===== src/verilog/cbts_consts.svh =====
// Register map, field positions and reset values of the bit timing block.
`ifndef CBTS_CONSTS_SVH
`define CBTS_CONSTS_SVH

// ------------------------------------------------------------------
// Register byte offsets
// ------------------------------------------------------------------
`define CBTS_CFG_OFFSET 12'h000
`define CBTS_CTRL_OFFSET 12'h004
`define CBTS_STATUS_OFFSET 12'h008

// ------------------------------------------------------------------
// Configuration register fields, each holding its value minus one
// ------------------------------------------------------------------
`define CBTS_CFG_PRESC_MSB 4
`define CBTS_CFG_PRESC_LSB 0
`define CBTS_CFG_PROP_MSB 10
`define CBTS_CFG_PROP_LSB 8
`define CBTS_CFG_PRE_MSB 14
`define CBTS_CFG_PRE_LSB 12
`define CBTS_CFG_POST_MSB 18
`define CBTS_CFG_POST_LSB 16
`define CBTS_CFG_MJW_MSB 21
`define CBTS_CFG_MJW_LSB 20
`define CBTS_CFG_WMASK 32'h0037771F
`define CBTS_CFG_RESET 32'h00033000

// ------------------------------------------------------------------
// Control register bits
// ------------------------------------------------------------------
`define CBTS_CTRL_ENABLE_BIT 0
`define CBTS_CTRL_HARM_BIT 1
`define CBTS_CTRL_RESYNC_BIT 2

// ------------------------------------------------------------------
// Status register fields
// ------------------------------------------------------------------
`define CBTS_ST_LEVEL_BIT 0
`define CBTS_ST_HARM_BIT 1
`define CBTS_ST_DONE_BIT 2
`define CBTS_ST_STATE_MSB 7
`define CBTS_ST_STATE_LSB 4
`define CBTS_ST_HCNT_MSB 15
`define CBTS_ST_HCNT_LSB 8
`define CBTS_ST_RCNT_MSB 23
`define CBTS_ST_RCNT_LSB 16

// ------------------------------------------------------------------
// Fixed levels and lengths
// ------------------------------------------------------------------
`define CBTS_RECESSIVE 1'b1
`define CBTS_DOMINANT 1'b0
`define CBTS_ALIGN_SLOT_LEN 4'h1

`endif


===== src/verilog/cbts_pkg.sv =====
// Types shared by the bit timing block.
package cbts_pkg;

  // One-hot states of the per-quantum bit sequencer.
  typedef enum logic [3:0] {
    CBTS_ALIGN = 4'h1,
    CBTS_PROP = 4'h2,
    CBTS_PRE = 4'h4,
    CBTS_POST = 4'h8
  } cbts_state_t;

  // Decoded timing configuration, each field holding value minus one.
  typedef struct packed {
    logic [1:0] max_jump_width_m1;
    logic [2:0] post_sample_buffer_m1;
    logic [2:0] pre_sample_buffer_m1;
    logic [2:0] prop_m1;
    logic [4:0] quantum_prescaler_m1;
  } cbts_cfg_t;

  // Event pulses handed to the bit-stream logic.
  typedef struct packed {
    logic bit_start;
    logic sample_point;
    logic hard_sync;
    logic resync;
  } cbts_event_t;

endpackage


===== src/verilog/cbts_bit_timing.sv =====
// Bit timing and synchronisation logic with its APB register slave.
`timescale 1ns/1ps
module cbts_bit_timing (
  input wire logic pclk, // System clock, 125 MHz.
  input wire logic presetn, // Asynchronous reset, active low.
  input wire logic psel, // APB select.
  input wire logic penable, // APB access phase.
  input wire logic pwrite, // APB write when high.
  input wire logic [11:0] paddr, // APB byte address.
  input wire logic [31:0] pwdata, // APB write data.
  output logic [31:0] prdata, // APB read data.
  output logic pready, // APB ready.
  output logic pslverr, // APB error for unmapped addresses.
  input wire logic can_rx, // Received bus level from the transceiver.
  output logic rx_bit, // Bus level taken at the last sample point.
  output cbts_pkg::cbts_event_t events // Registered event pulses.
);
  import cbts_pkg::*;
  `include "cbts_consts.svh"

  // ------------------------------------------------------------------
  // Address decoding
  // ------------------------------------------------------------------
  // Matches an aligned word offset.
  function automatic logic addr_hit(input logic [11:0] addr, input logic [11:0] offs);
    addr_hit = (addr[11:2] == offs[11:2]);
  endfunction

  // ------------------------------------------------------------------
  // APB slave
  // ------------------------------------------------------------------
  logic [31:0] cfg_q; // Timing configuration word.
  logic [31:0] cfg_d; // Next configuration word.
  logic enable_q; // Sequencer runs while high.
  logic enable_d; // Next enable.
  logic harm_q; // Hard synchronisation armed for the next frame.
  logic harm_d; // Next armed flag.
  logic resync_en_q; // Re-synchronisation allowed inside a frame.
  logic resync_en_d; // Next re-synchronisation enable.
  logic pready_q; // Registered ready.
  logic pready_d; // Next ready.
  logic [31:0] prdata_q; // Registered read data.
  logic [31:0] prdata_d; // Next read data.
  logic pslverr_q; // Registered error.
  logic pslverr_d; // Next error.
  logic wr_fire; // Write completes this edge.
  logic mapped; // Address names a register.
  logic [31:0] status_word; // Assembled status view.
  logic hard_now; // Sequencer performs a hard sync this cycle.
  cbts_cfg_t cfg; // Configuration fields.

  // Sequencer state, declared here for the status view.
  cbts_state_t state_q; // Current segment.
  cbts_state_t state_d; // Next segment.
  logic sample_q; // Level taken at the last sample point.
  logic sample_d; // Next sampled level.
  logic done_q; // A synchronisation occurred since the last sample point.
  logic done_d; // Next done flag.
  logic [7:0] hcnt_q; // Hard synchronisations performed.
  logic [7:0] hcnt_d; // Next hard count.
  logic [7:0] rcnt_q; // Re-synchronisations performed.
  logic [7:0] rcnt_d; // Next re-sync count.

  assign cfg = cbts_cfg_t'({cfg_q[`CBTS_CFG_MJW_MSB:`CBTS_CFG_MJW_LSB],
                            cfg_q[`CBTS_CFG_POST_MSB:`CBTS_CFG_POST_LSB],
                            cfg_q[`CBTS_CFG_PRE_MSB:`CBTS_CFG_PRE_LSB],
                            cfg_q[`CBTS_CFG_PROP_MSB:`CBTS_CFG_PROP_LSB],
                            cfg_q[`CBTS_CFG_PRESC_MSB:`CBTS_CFG_PRESC_LSB]});

  // Status word shows the sequencer's state and the hard synchronisation armed flag.
  always_comb begin
    status_word = 32'h00000000;
    status_word[`CBTS_ST_LEVEL_BIT] = sample_q;
    status_word[`CBTS_ST_HARM_BIT] = harm_q;
    status_word[`CBTS_ST_DONE_BIT] = done_q;
    status_word[`CBTS_ST_STATE_MSB:`CBTS_ST_STATE_LSB] = state_q;
    status_word[`CBTS_ST_HCNT_MSB:`CBTS_ST_HCNT_LSB] = hcnt_q;
    status_word[`CBTS_ST_RCNT_MSB:`CBTS_ST_RCNT_LSB] = rcnt_q;
  end

  // One wait state: ready rises in the second access cycle.
  always_comb begin
    mapped = addr_hit(paddr, `CBTS_CFG_OFFSET) || addr_hit(paddr, `CBTS_CTRL_OFFSET) ||
             addr_hit(paddr, `CBTS_STATUS_OFFSET);
    wr_fire = psel && penable && pready_q && pwrite && mapped;
    pready_d = psel && penable && !pready_q;
    pslverr_d = pready_d && !mapped;
    prdata_d = 32'h00000000;
    if (pready_d && !pwrite) begin
      if (addr_hit(paddr, `CBTS_CFG_OFFSET)) begin
        prdata_d = cfg_q;
      end else if (addr_hit(paddr, `CBTS_CTRL_OFFSET)) begin
        prdata_d = {29'h00000000, resync_en_q, harm_q, enable_q};
      end else if (addr_hit(paddr, `CBTS_STATUS_OFFSET)) begin
        prdata_d = status_word;
      end
    end
    cfg_d = cfg_q;
    enable_d = enable_q;
    resync_en_d = resync_en_q;
    harm_d = hard_now ? 1'b0 : harm_q;
    if (wr_fire && addr_hit(paddr, `CBTS_CFG_OFFSET)) begin
      cfg_d = pwdata & `CBTS_CFG_WMASK;
    end
    if (wr_fire && addr_hit(paddr, `CBTS_CTRL_OFFSET)) begin
      enable_d = pwdata[`CBTS_CTRL_ENABLE_BIT];
      resync_en_d = pwdata[`CBTS_CTRL_RESYNC_BIT];
      harm_d = pwdata[`CBTS_CTRL_HARM_BIT]; // Software arming wins over the hardware clear.
    end
  end

  // Register file and bus answer flops.
  always_ff @(posedge pclk or negedge presetn) begin
    if (!presetn) begin
      cfg_q <= `CBTS_CFG_RESET;
      enable_q <= 1'b0;
      harm_q <= 1'b0;
      resync_en_q <= 1'b0;
      pready_q <= 1'b0;
      prdata_q <= 32'h00000000;
      pslverr_q <= 1'b0;
    end else begin
      cfg_q <= cfg_d;
      enable_q <= enable_d;
      harm_q <= harm_d;
      resync_en_q <= resync_en_d;
      pready_q <= pready_d;
      prdata_q <= prdata_d;
      pslverr_q <= pslverr_d;
    end
  end

  // ------------------------------------------------------------------
  // Input path and quantum clock
  // ------------------------------------------------------------------
  logic rx_level; // Synchronised bus level.
  logic quantum_tick; // One pulse per time quantum.

  // Synchroniser keeps the pin out of the sequencer's decisions until stable.
  cbts_rx_sync u_rx_sync (
    .pclk(pclk),
    .presetn(presetn),
    .rx_pin(can_rx),
    .rx_level(rx_level)
  );

  // Prescaler derives the time quantum from the system clock.
  cbts_quantum_prescaler u_prescaler (
    .pclk(pclk),
    .presetn(presetn),
    .run(enable_q),
    .divide_m1(cfg.quantum_prescaler_m1),
    .quantum_tick(quantum_tick)
  );

  // ------------------------------------------------------------------
  // Bit sequencer
  // ------------------------------------------------------------------
  logic [3:0] cnt_q; // Quanta elapsed in the current segment.
  logic [3:0] cnt_d; // Next quantum count.
  logic [3:0] pre_len_q; // Pre-sample buffer length for this bit.
  logic [3:0] pre_len_d; // Next pre-sample length.
  logic [3:0] post_len_q; // Post-sample buffer length for this bit.
  logic [3:0] post_len_d; // Next post-sample length.
  logic skip_q; // Next bit omits its alignment slot.
  logic skip_d; // Next skip flag.
  logic rx_bit_q; // Registered sampled bit output.
  logic rx_bit_d; // Next sampled bit output.
  cbts_event_t evt_q; // Registered event pulses.
  cbts_event_t evt_d; // Next event pulses.
  logic [3:0] prop_len; // Delay compensation length in quanta.
  logic [3:0] pre_nom; // Nominal pre-sample length.
  logic [3:0] post_nom; // Nominal post-sample length.
  logic [4:0] jump; // Maximum jump width in quanta.
  logic [4:0] err; // Magnitude of the phase error.
  logic [4:0] step; // Correction applied, error limited by the jump width.
  logic edge_seen; // Qualifying falling bus edge this quantum.
  logic [3:0] pre_eff; // Pre-sample length used for this quantum's end test.
  logic [3:0] post_eff; // Post-sample length used for this quantum's end test.

  // Nominal segment lengths, each field holding its value minus one.
  always_comb begin
    prop_len = {1'b0, cfg.prop_m1} + 4'h1;
    pre_nom = {1'b0, cfg.pre_sample_buffer_m1} + 4'h1;
    post_nom = {1'b0, cfg.post_sample_buffer_m1} + 4'h1;
    jump = {3'h0, cfg.max_jump_width_m1} + 5'h01;
  end

  // Per-quantum sequencing, edge qualification and phase correction.
  always_comb begin
    state_d = state_q;
    cnt_d = cnt_q;
    pre_len_d = pre_len_q;
    post_len_d = post_len_q;
    skip_d = skip_q;
    sample_d = sample_q;
    done_d = done_q;
    hcnt_d = hcnt_q;
    rcnt_d = rcnt_q;
    rx_bit_d = rx_bit_q;
    evt_d = '0;
    hard_now = 1'b0;
    err = 5'h00;
    step = 5'h00;
    pre_eff = pre_len_q;
    post_eff = post_len_q;
    // A falling edge counts only against a recessive last sample.
    edge_seen = quantum_tick && (sample_q == `CBTS_RECESSIVE) &&
                (rx_level == `CBTS_DOMINANT) && !done_q &&
                (harm_q || resync_en_q);
    if (!enable_q) begin
      state_d = CBTS_ALIGN; // Idle with nominal lengths.
      cnt_d = 4'h0;
      pre_len_d = pre_nom;
      post_len_d = post_nom;
      skip_d = 1'b0;
      sample_d = `CBTS_RECESSIVE;
      done_d = 1'b0;
    end else if (edge_seen && harm_q) begin
      // This quantum becomes the alignment slot; the bit resumes after it.
      hard_now = 1'b1;
      state_d = CBTS_PROP;
      cnt_d = 4'h0;
      pre_len_d = pre_nom;
      post_len_d = post_nom;
      skip_d = 1'b0;
      done_d = 1'b1;
      hcnt_d = hcnt_q + 8'h01;
      evt_d.hard_sync = 1'b1;
      evt_d.bit_start = 1'b1;
    end else if (quantum_tick) begin
      case (state_q)
        CBTS_ALIGN: begin
          if (edge_seen) begin
            done_d = 1'b1;
          end
          state_d = CBTS_PROP;
          cnt_d = 4'h0;
        end
        CBTS_PROP: begin
          if (edge_seen) begin
            err = {1'b0, cnt_q} + 5'h01;
            step = (err < jump) ? err : jump;
            pre_len_d = pre_len_q + step[3:0];
            done_d = 1'b1;
            rcnt_d = rcnt_q + 8'h01;
            evt_d.resync = 1'b1;
          end
          if (cnt_q == prop_len - 4'h1) begin
            state_d = CBTS_PRE;
            cnt_d = 4'h0;
          end else begin
            cnt_d = cnt_q + 4'h1;
          end
        end
        CBTS_PRE: begin
          if (edge_seen) begin
            err = {1'b0, prop_len} + {1'b0, cnt_q} + 5'h01;
            step = (err < jump) ? err : jump;
            pre_eff = pre_len_q + step[3:0];
            pre_len_d = pre_eff;
            done_d = 1'b1;
            rcnt_d = rcnt_q + 8'h01;
            evt_d.resync = 1'b1;
          end
          if (cnt_q == pre_eff - 4'h1) begin
            // Sample point: one sample per bit, re-arming synchronisation.
            sample_d = rx_level;
            rx_bit_d = rx_level;
            done_d = 1'b0;
            post_len_d = post_nom;
            evt_d.sample_point = 1'b1;
            state_d = CBTS_POST;
            cnt_d = 4'h0;
          end else begin
            cnt_d = cnt_q + 4'h1;
          end
        end
        CBTS_POST: begin
          if (edge_seen) begin
            err = {1'b0, post_len_q} - {1'b0, cnt_q};
            done_d = 1'b1;
            rcnt_d = rcnt_q + 8'h01;
            evt_d.resync = 1'b1;
            skip_d = 1'b1;
            if (err <= jump) begin
              post_eff = cnt_q + 4'h1;
            end else begin
              post_eff = post_len_q - jump[3:0] + 4'h1;
            end
            post_len_d = post_eff;
          end
          if (cnt_q == post_eff - 4'h1) begin
            pre_len_d = pre_nom;
            post_len_d = post_nom;
            cnt_d = 4'h0;
            evt_d.bit_start = skip_d; // Pulses when the next bit begins now.
            state_d = skip_d ? CBTS_PROP : CBTS_ALIGN;
            skip_d = 1'b0; // The skip is consumed here and lasts one bit only.
          end else begin
            cnt_d = cnt_q + 4'h1;
          end
        end
        default: begin
          state_d = CBTS_ALIGN;
          cnt_d = 4'h0;
        end
      endcase
      if (state_q == CBTS_ALIGN) begin
        evt_d.bit_start = 1'b1;
      end
    end
  end

  // Sequencer registers.
  always_ff @(posedge pclk or negedge presetn) begin
    if (!presetn) begin
      state_q <= CBTS_ALIGN;
      cnt_q <= 4'h0;
      pre_len_q <= 4'h1;
      post_len_q <= 4'h1;
      skip_q <= 1'b0;
      sample_q <= `CBTS_RECESSIVE;
      done_q <= 1'b0;
      hcnt_q <= 8'h00;
      rcnt_q <= 8'h00;
      rx_bit_q <= `CBTS_RECESSIVE;
      evt_q <= '0;
    end else begin
      state_q <= state_d;
      cnt_q <= cnt_d;
      pre_len_q <= pre_len_d;
      post_len_q <= post_len_d;
      skip_q <= skip_d;
      sample_q <= sample_d;
      done_q <= done_d;
      hcnt_q <= hcnt_d;
      rcnt_q <= rcnt_d;
      rx_bit_q <= rx_bit_d;
      evt_q <= evt_d;
    end
  end

  // ------------------------------------------------------------------
  // Outputs
  // ------------------------------------------------------------------
  assign prdata = prdata_q;
  assign pready = pready_q;
  assign pslverr = pslverr_q;
  assign rx_bit = rx_bit_q;
  assign events = evt_q;
endmodule // cbts_bit_timing


===== src/verilog/cbts_rx_sync.sv =====
// Two-stage synchroniser for the received bus level.
`timescale 1ns/1ps
module cbts_rx_sync (
  input wire logic pclk, // System clock.
  input wire logic presetn, // Asynchronous reset, active low.
  input wire logic rx_pin, // Raw bus level from the transceiver.
  output logic rx_level // Synchronised bus level.
);
  import cbts_pkg::*;
  `include "cbts_consts.svh"

  // ------------------------------------------------------------------
  // Synchroniser stages
  // ------------------------------------------------------------------
  logic meta_q; // First stage, read only by the second.
  logic meta_d; // Next value of the first stage.
  logic level_q; // Second stage.
  logic level_d; // Next value of the second stage.

  // Next values simply shift the pin through.
  always_comb begin
    meta_d = rx_pin;
    level_d = meta_q;
  end

  // Both stages idle at the recessive level so reset makes no edge.
  always_ff @(posedge pclk or negedge presetn) begin
    if (!presetn) begin
      meta_q <= `CBTS_RECESSIVE;
      level_q <= `CBTS_RECESSIVE;
    end else begin
      meta_q <= meta_d;
      level_q <= level_d;
    end
  end

  assign rx_level = level_q;
endmodule // cbts_rx_sync


===== src/verilog/cbts_quantum_prescaler.sv =====
// Divider that marks one system clock in each time quantum.
`timescale 1ns/1ps
module cbts_quantum_prescaler (
  input wire logic pclk, // System clock.
  input wire logic presetn, // Asynchronous reset, active low.
  input wire logic run, // Counts while high, holds at zero otherwise.
  input wire logic [4:0] divide_m1, // Prescaler value minus one.
  output logic quantum_tick // One-cycle pulse per time quantum.
);
  import cbts_pkg::*;

  // ------------------------------------------------------------------
  // Divider counter
  // ------------------------------------------------------------------
  logic [4:0] count_q; // Clocks elapsed in the current quantum.
  logic [4:0] count_d; // Next count.
  logic tick_q; // Registered quantum pulse.
  logic tick_d; // Next pulse value.

  // Wrap at the programmed value, giving one to thirty-two clocks a quantum.
  always_comb begin
    count_d = count_q;
    tick_d = 1'b0;
    if (!run) begin
      count_d = 5'h00; // Stopped divider restarts cleanly.
    end else if (count_q >= divide_m1) begin
      count_d = 5'h00;
      tick_d = 1'b1;
    end else begin
      count_d = count_q + 5'h01;
    end
  end

  // Register the counter and the pulse.
  always_ff @(posedge pclk or negedge presetn) begin
    if (!presetn) begin
      count_q <= 5'h00;
      tick_q <= 1'b0;
    end else begin
      count_q <= count_d;
      tick_q <= tick_d;
    end
  end

  assign quantum_tick = tick_q;
endmodule // cbts_quantum_prescaler


===== config.mk =====
export PLATFORM = sky130hd
export DESIGN_NAME = cbts_bit_timing
export DESIGN_NICKNAME = d
export VERILOG_FILES = /design/src/verilog/cbts_pkg.sv /design/src/verilog/cbts_bit_timing.sv /design/src/verilog/cbts_rx_sync.sv /design/src/verilog/cbts_quantum_prescaler.sv
export VERILOG_INCLUDE_DIRS = /design/src /design/src/verilog
export SDC_FILE = /design/constraint.sdc
export NUM_CORES = 1
export LEC_CHECK = 0
export BUFFER_PORTS_ARGS = -buffer_cell sky130_fd_sc_hd__buf_2
export CAP_MARGIN = 25
export CORE_MARGIN = 2
export CORE_UTILIZATION = 45
export CTS_BUF_LIST = sky130_fd_sc_hd__clkbuf_4
export DETAILED_ROUTE_END_ITERATION = 8
export PLACE_DENSITY = 0.66
export SYNTH_ARGS = -nofsm -noshare
export SYNTH_HDL_FRONTEND = slang
export SYNTH_HIERARCHICAL = 1
export SYNTH_SLANG_ARGS = --single-unit
export TNS_END_PERCENT = 1

===== constraint.sdc =====
create_clock -name pclk -period 8.15 [get_ports pclk]
set_clock_uncertainty 0.2 [all_clocks]
set_input_delay 0.4075 -clock pclk [delete_from_list [all_inputs] [get_ports pclk]]
set_output_delay 0.4075 -clock pclk [all_outputs]
set_load 0.005 [all_outputs]

==> run metrics <==
status completed; most frequent cell after synthesis dfrtp_1; initial core utilization 0.463; CP Launch Point cnt_q[0]; PnR worst setup slack 2620 ps; area of the multi-input gates 3020 µm²; Commonest cells post-synth dfrtp_1 (82), nor2_1 (46), nand2_1 (43), ha_1 (40), inv_1 (32); Syn-to-layout area delta 13.6%; initial antenna violation count 0; CP startpoint kind flop; CP Depth 20; FF-to-FF path depth 20; critical path class flop to flop; Worst R2R Start cnt_q[0]; crit-path cells inv_1, ha_1, fa_1, inv_1, ha_1, a21boi_0, o21ai_0, nand3_1, mux2i_1, ha_1, inv_1, fa_1, nor2_1, a21oi_1, ha_1, xnor2_1, nor3_1, nand4_1, o211ai_1, mux2_2; Yosys top cell area share 0.367; GR Overflow Total 0; register area 2340 µm²; Least-Margin Pin Slew 904 ps; most frequent CP cell ha_1; maxcap violations 0; Die Span Y 115 µm; IO Pins 89; dpl ws 2620 ps; number of global-route vias before repair 4276; reg2reg end post_len_q[2]; drt drc 0; unrepaired setup endpoints after global routing false; crit-path max FO 7; global-route wire length before repair 20900 µm; WP data required 8330 ps; fin. max-slew vios 0; headroom to the max-slew limit 0.398; switch share 0.265; root buf cell clkbuf_4; TritonCTS clock tree done; Worst Setup EP post_len_q[2]; Clock power frac 0.329; period utilisation layout 0.678; cell area after synthesis 5590 µm²; Post-synth EDFFs 0; total negative slack 0 ps; maximum vdd drop 0.0000545 V; final setup violation count 0; Post-Syn Area per Cell 10.0 µm²; post-route ant nets 0; Top Family by Delay on Critical Path adder cells; clk buf depth 2; routed length per instance 16.0 µm; CTS clock-pin slew for the worst setup and hold paths 170 ps; PortBufs 62; Finished Cell Area 6350 µm²; global placement routability congestion 0.881; post-CTS sizing 0; die width 115 µm; Arr. time, crit path 5710 ps; cells after synthesis 557; HP Class primary input to flop; Net Sw Power 197 µW; GRT Resource Usage Total 0.200; total clock buffers created by CTS 9; Die ar. 13300 µm²; slowest cell on the critical path dfrtp_1; largest net degree at the start of global routing 73; DR vias/cell 5.38; sequential area share after synthesis 0.419; Async S/R FF share, synth 1.00; ratio of cells with drive above 1 in the final layout 0.201; Setup crit end kind flop; Pleak 3.05 nW; Hold Path Cell Cnt 3; minimum clock period 5530 ps; Post-Route WL 12900 µm; pwr/cell area 117 nW/µm²; fmax 0.181 GHz; Finished Core Util 0.526; Row Count 40; dominant cells by area after synthesis dfrtp_1 (37%), ha_1 (9.0%), dfstp_2 (5.2%); drt pass-1 iters 4; yosys warns 6; CTS sink count 93; hpwl dp 9480 µm; Yosys cell types 65; CP peak stage delay 520 ps; internal power 545 µW; dpl cell area 6040 µm²; Detailed Route Iter0 Violations 309; Nets 727; Yosys top cell by area dfrtp_1; Vias 4337; Worst-Skew Late Latency 470 ps; Comb power frac 0.045; final hold vios 0; sum of buffers and inverters on the critical path 3; Primary FF master, synth dfrtp_1; FF-to-FF setup slack 2620 ps; # fillers 1073; sequential power share 0.626; core area 12100 µm²; H-tree Lvls 3; register bit count reported by yosys 93
==> cells by family after synthesis <==
kind of cell / count (synthesis) / synth area share
buffers and inverters: 60 / 0.0464
flip-flops: 93 / 0.419
multiplexers: 38 / 0.0743
AO/OA/AOI/OAI: 109 / 0.139
XOR/XNOR: 42 / 0.0658
other: 1 / 0.000671
adder cells (fa/ha/maj): 45 / 0.107
AND/OR/NAND/NOR: 169 / 0.147
==> worst min path at each step <==
stage | start | end
6_report | penable | pready
5_1_grt | penable | pready
4_1_cts | penable | pready
3_5_place_dp | presetn | prdata[17]
3_3_place_gp | presetn | prdata[17]
2_1_floorplan | presetn | cfg_q[0]
==> routing by layer <==
metal | share of wire | up-vias | wire [µm] | track usage
met5 | 0 | - | 0 | 0
met4 | 0.010 | 0 | 135 | 0.0530
met3 | 0.047 | 11 | 607 | 0.0314
met2 | 0.49 | 96 | 6370 | 0.339
met1 | 0.45 | 2115 | 5790 | 0.269
li1 | - | 2115 | - | -
==> per-stage QoR <==
step / instances / hold slack [ps] / power [mW]
2_1_floorplan: 564 / -88.1 / 0.482
3_3_place_gp: 771 / 117 / 0.499
3_5_place_dp: 771 / 125 / 0.500
4_1_cts: 805 / 10.9 / 0.750
5_1_grt: 805 / 0.671 / 0.770
6_report: 806 / 30.2 / 0.742
==> state kept, by name, indices dropped and copies added, names as in the netlist, 4 cells and up <==
name,flops
prdata,24
post_len_q,4
cfg_q,16
events,4
hcnt_q,8
rcnt_q,8
cnt_q,4
u_prescaler/count_q,5
state_q,4
pre_len_q,4
==> power by group through the flow <==
stage | sequential, mW | combinational [mW] | clock (mW)
2_1_floorplan | 0.473 | 0.00937 | 0
3_3_place_gp | 0.473 | 0.0263 | 0
3_5_place_dp | 0.473 | 0.0270 | 0
4_1_cts | 0.465 | 0.0337 | 0.251
5_1_grt | 0.465 | 0.0374 | 0.267
6_report | 0.465 | 0.0333 | 0.245
==> cell type report <==
| class | instances | area share |
|---|---|---|
| diodes | 1 | 0.000394 |
| clock buffers | 9 | 0.0106 |
| clock inverters | 7 | 0.00927 |
| inverters | 33 | 0.0195 |
| multi-input cells | 411 | 0.476 |
| flip-flops and latches | 93 | 0.369 |
| well taps | 168 | 0.0331 |
| repair buffers | 84 | 0.0824 |
==> worst register-to-register path: cells and delay by family (launching register included) <==
kind	cells	cell delay, ps
adder cells (fa/ha/maj)	6	2010
AO/OA/AOI/OAI	4	840
AND/OR/NAND/NOR	4	830
multiplexers	2	610
flip-flops	1	520
buffers and inverters	3	300
XOR/XNOR	1	130
==> timing repair <==
item | 4_1_cts | 5_1_grt
setup buffers | 0 | 0
hold buffers | 18 | 0
hold endpoints to repair | 41 | 0
==> cell usage in the layout, fill, tap and decap left out, types with 21 or more instances in the layout <==
master / instances
a21oi_1: 21
buf_2: 61
dfrtp_1: 82
ha_1: 40
inv_1: 32
mux2_2: 23
nand2_1: 43
nor2_1: 46
o21ai_0: 21
xnor2_1: 30
Power figures use the tool's default switching activity.
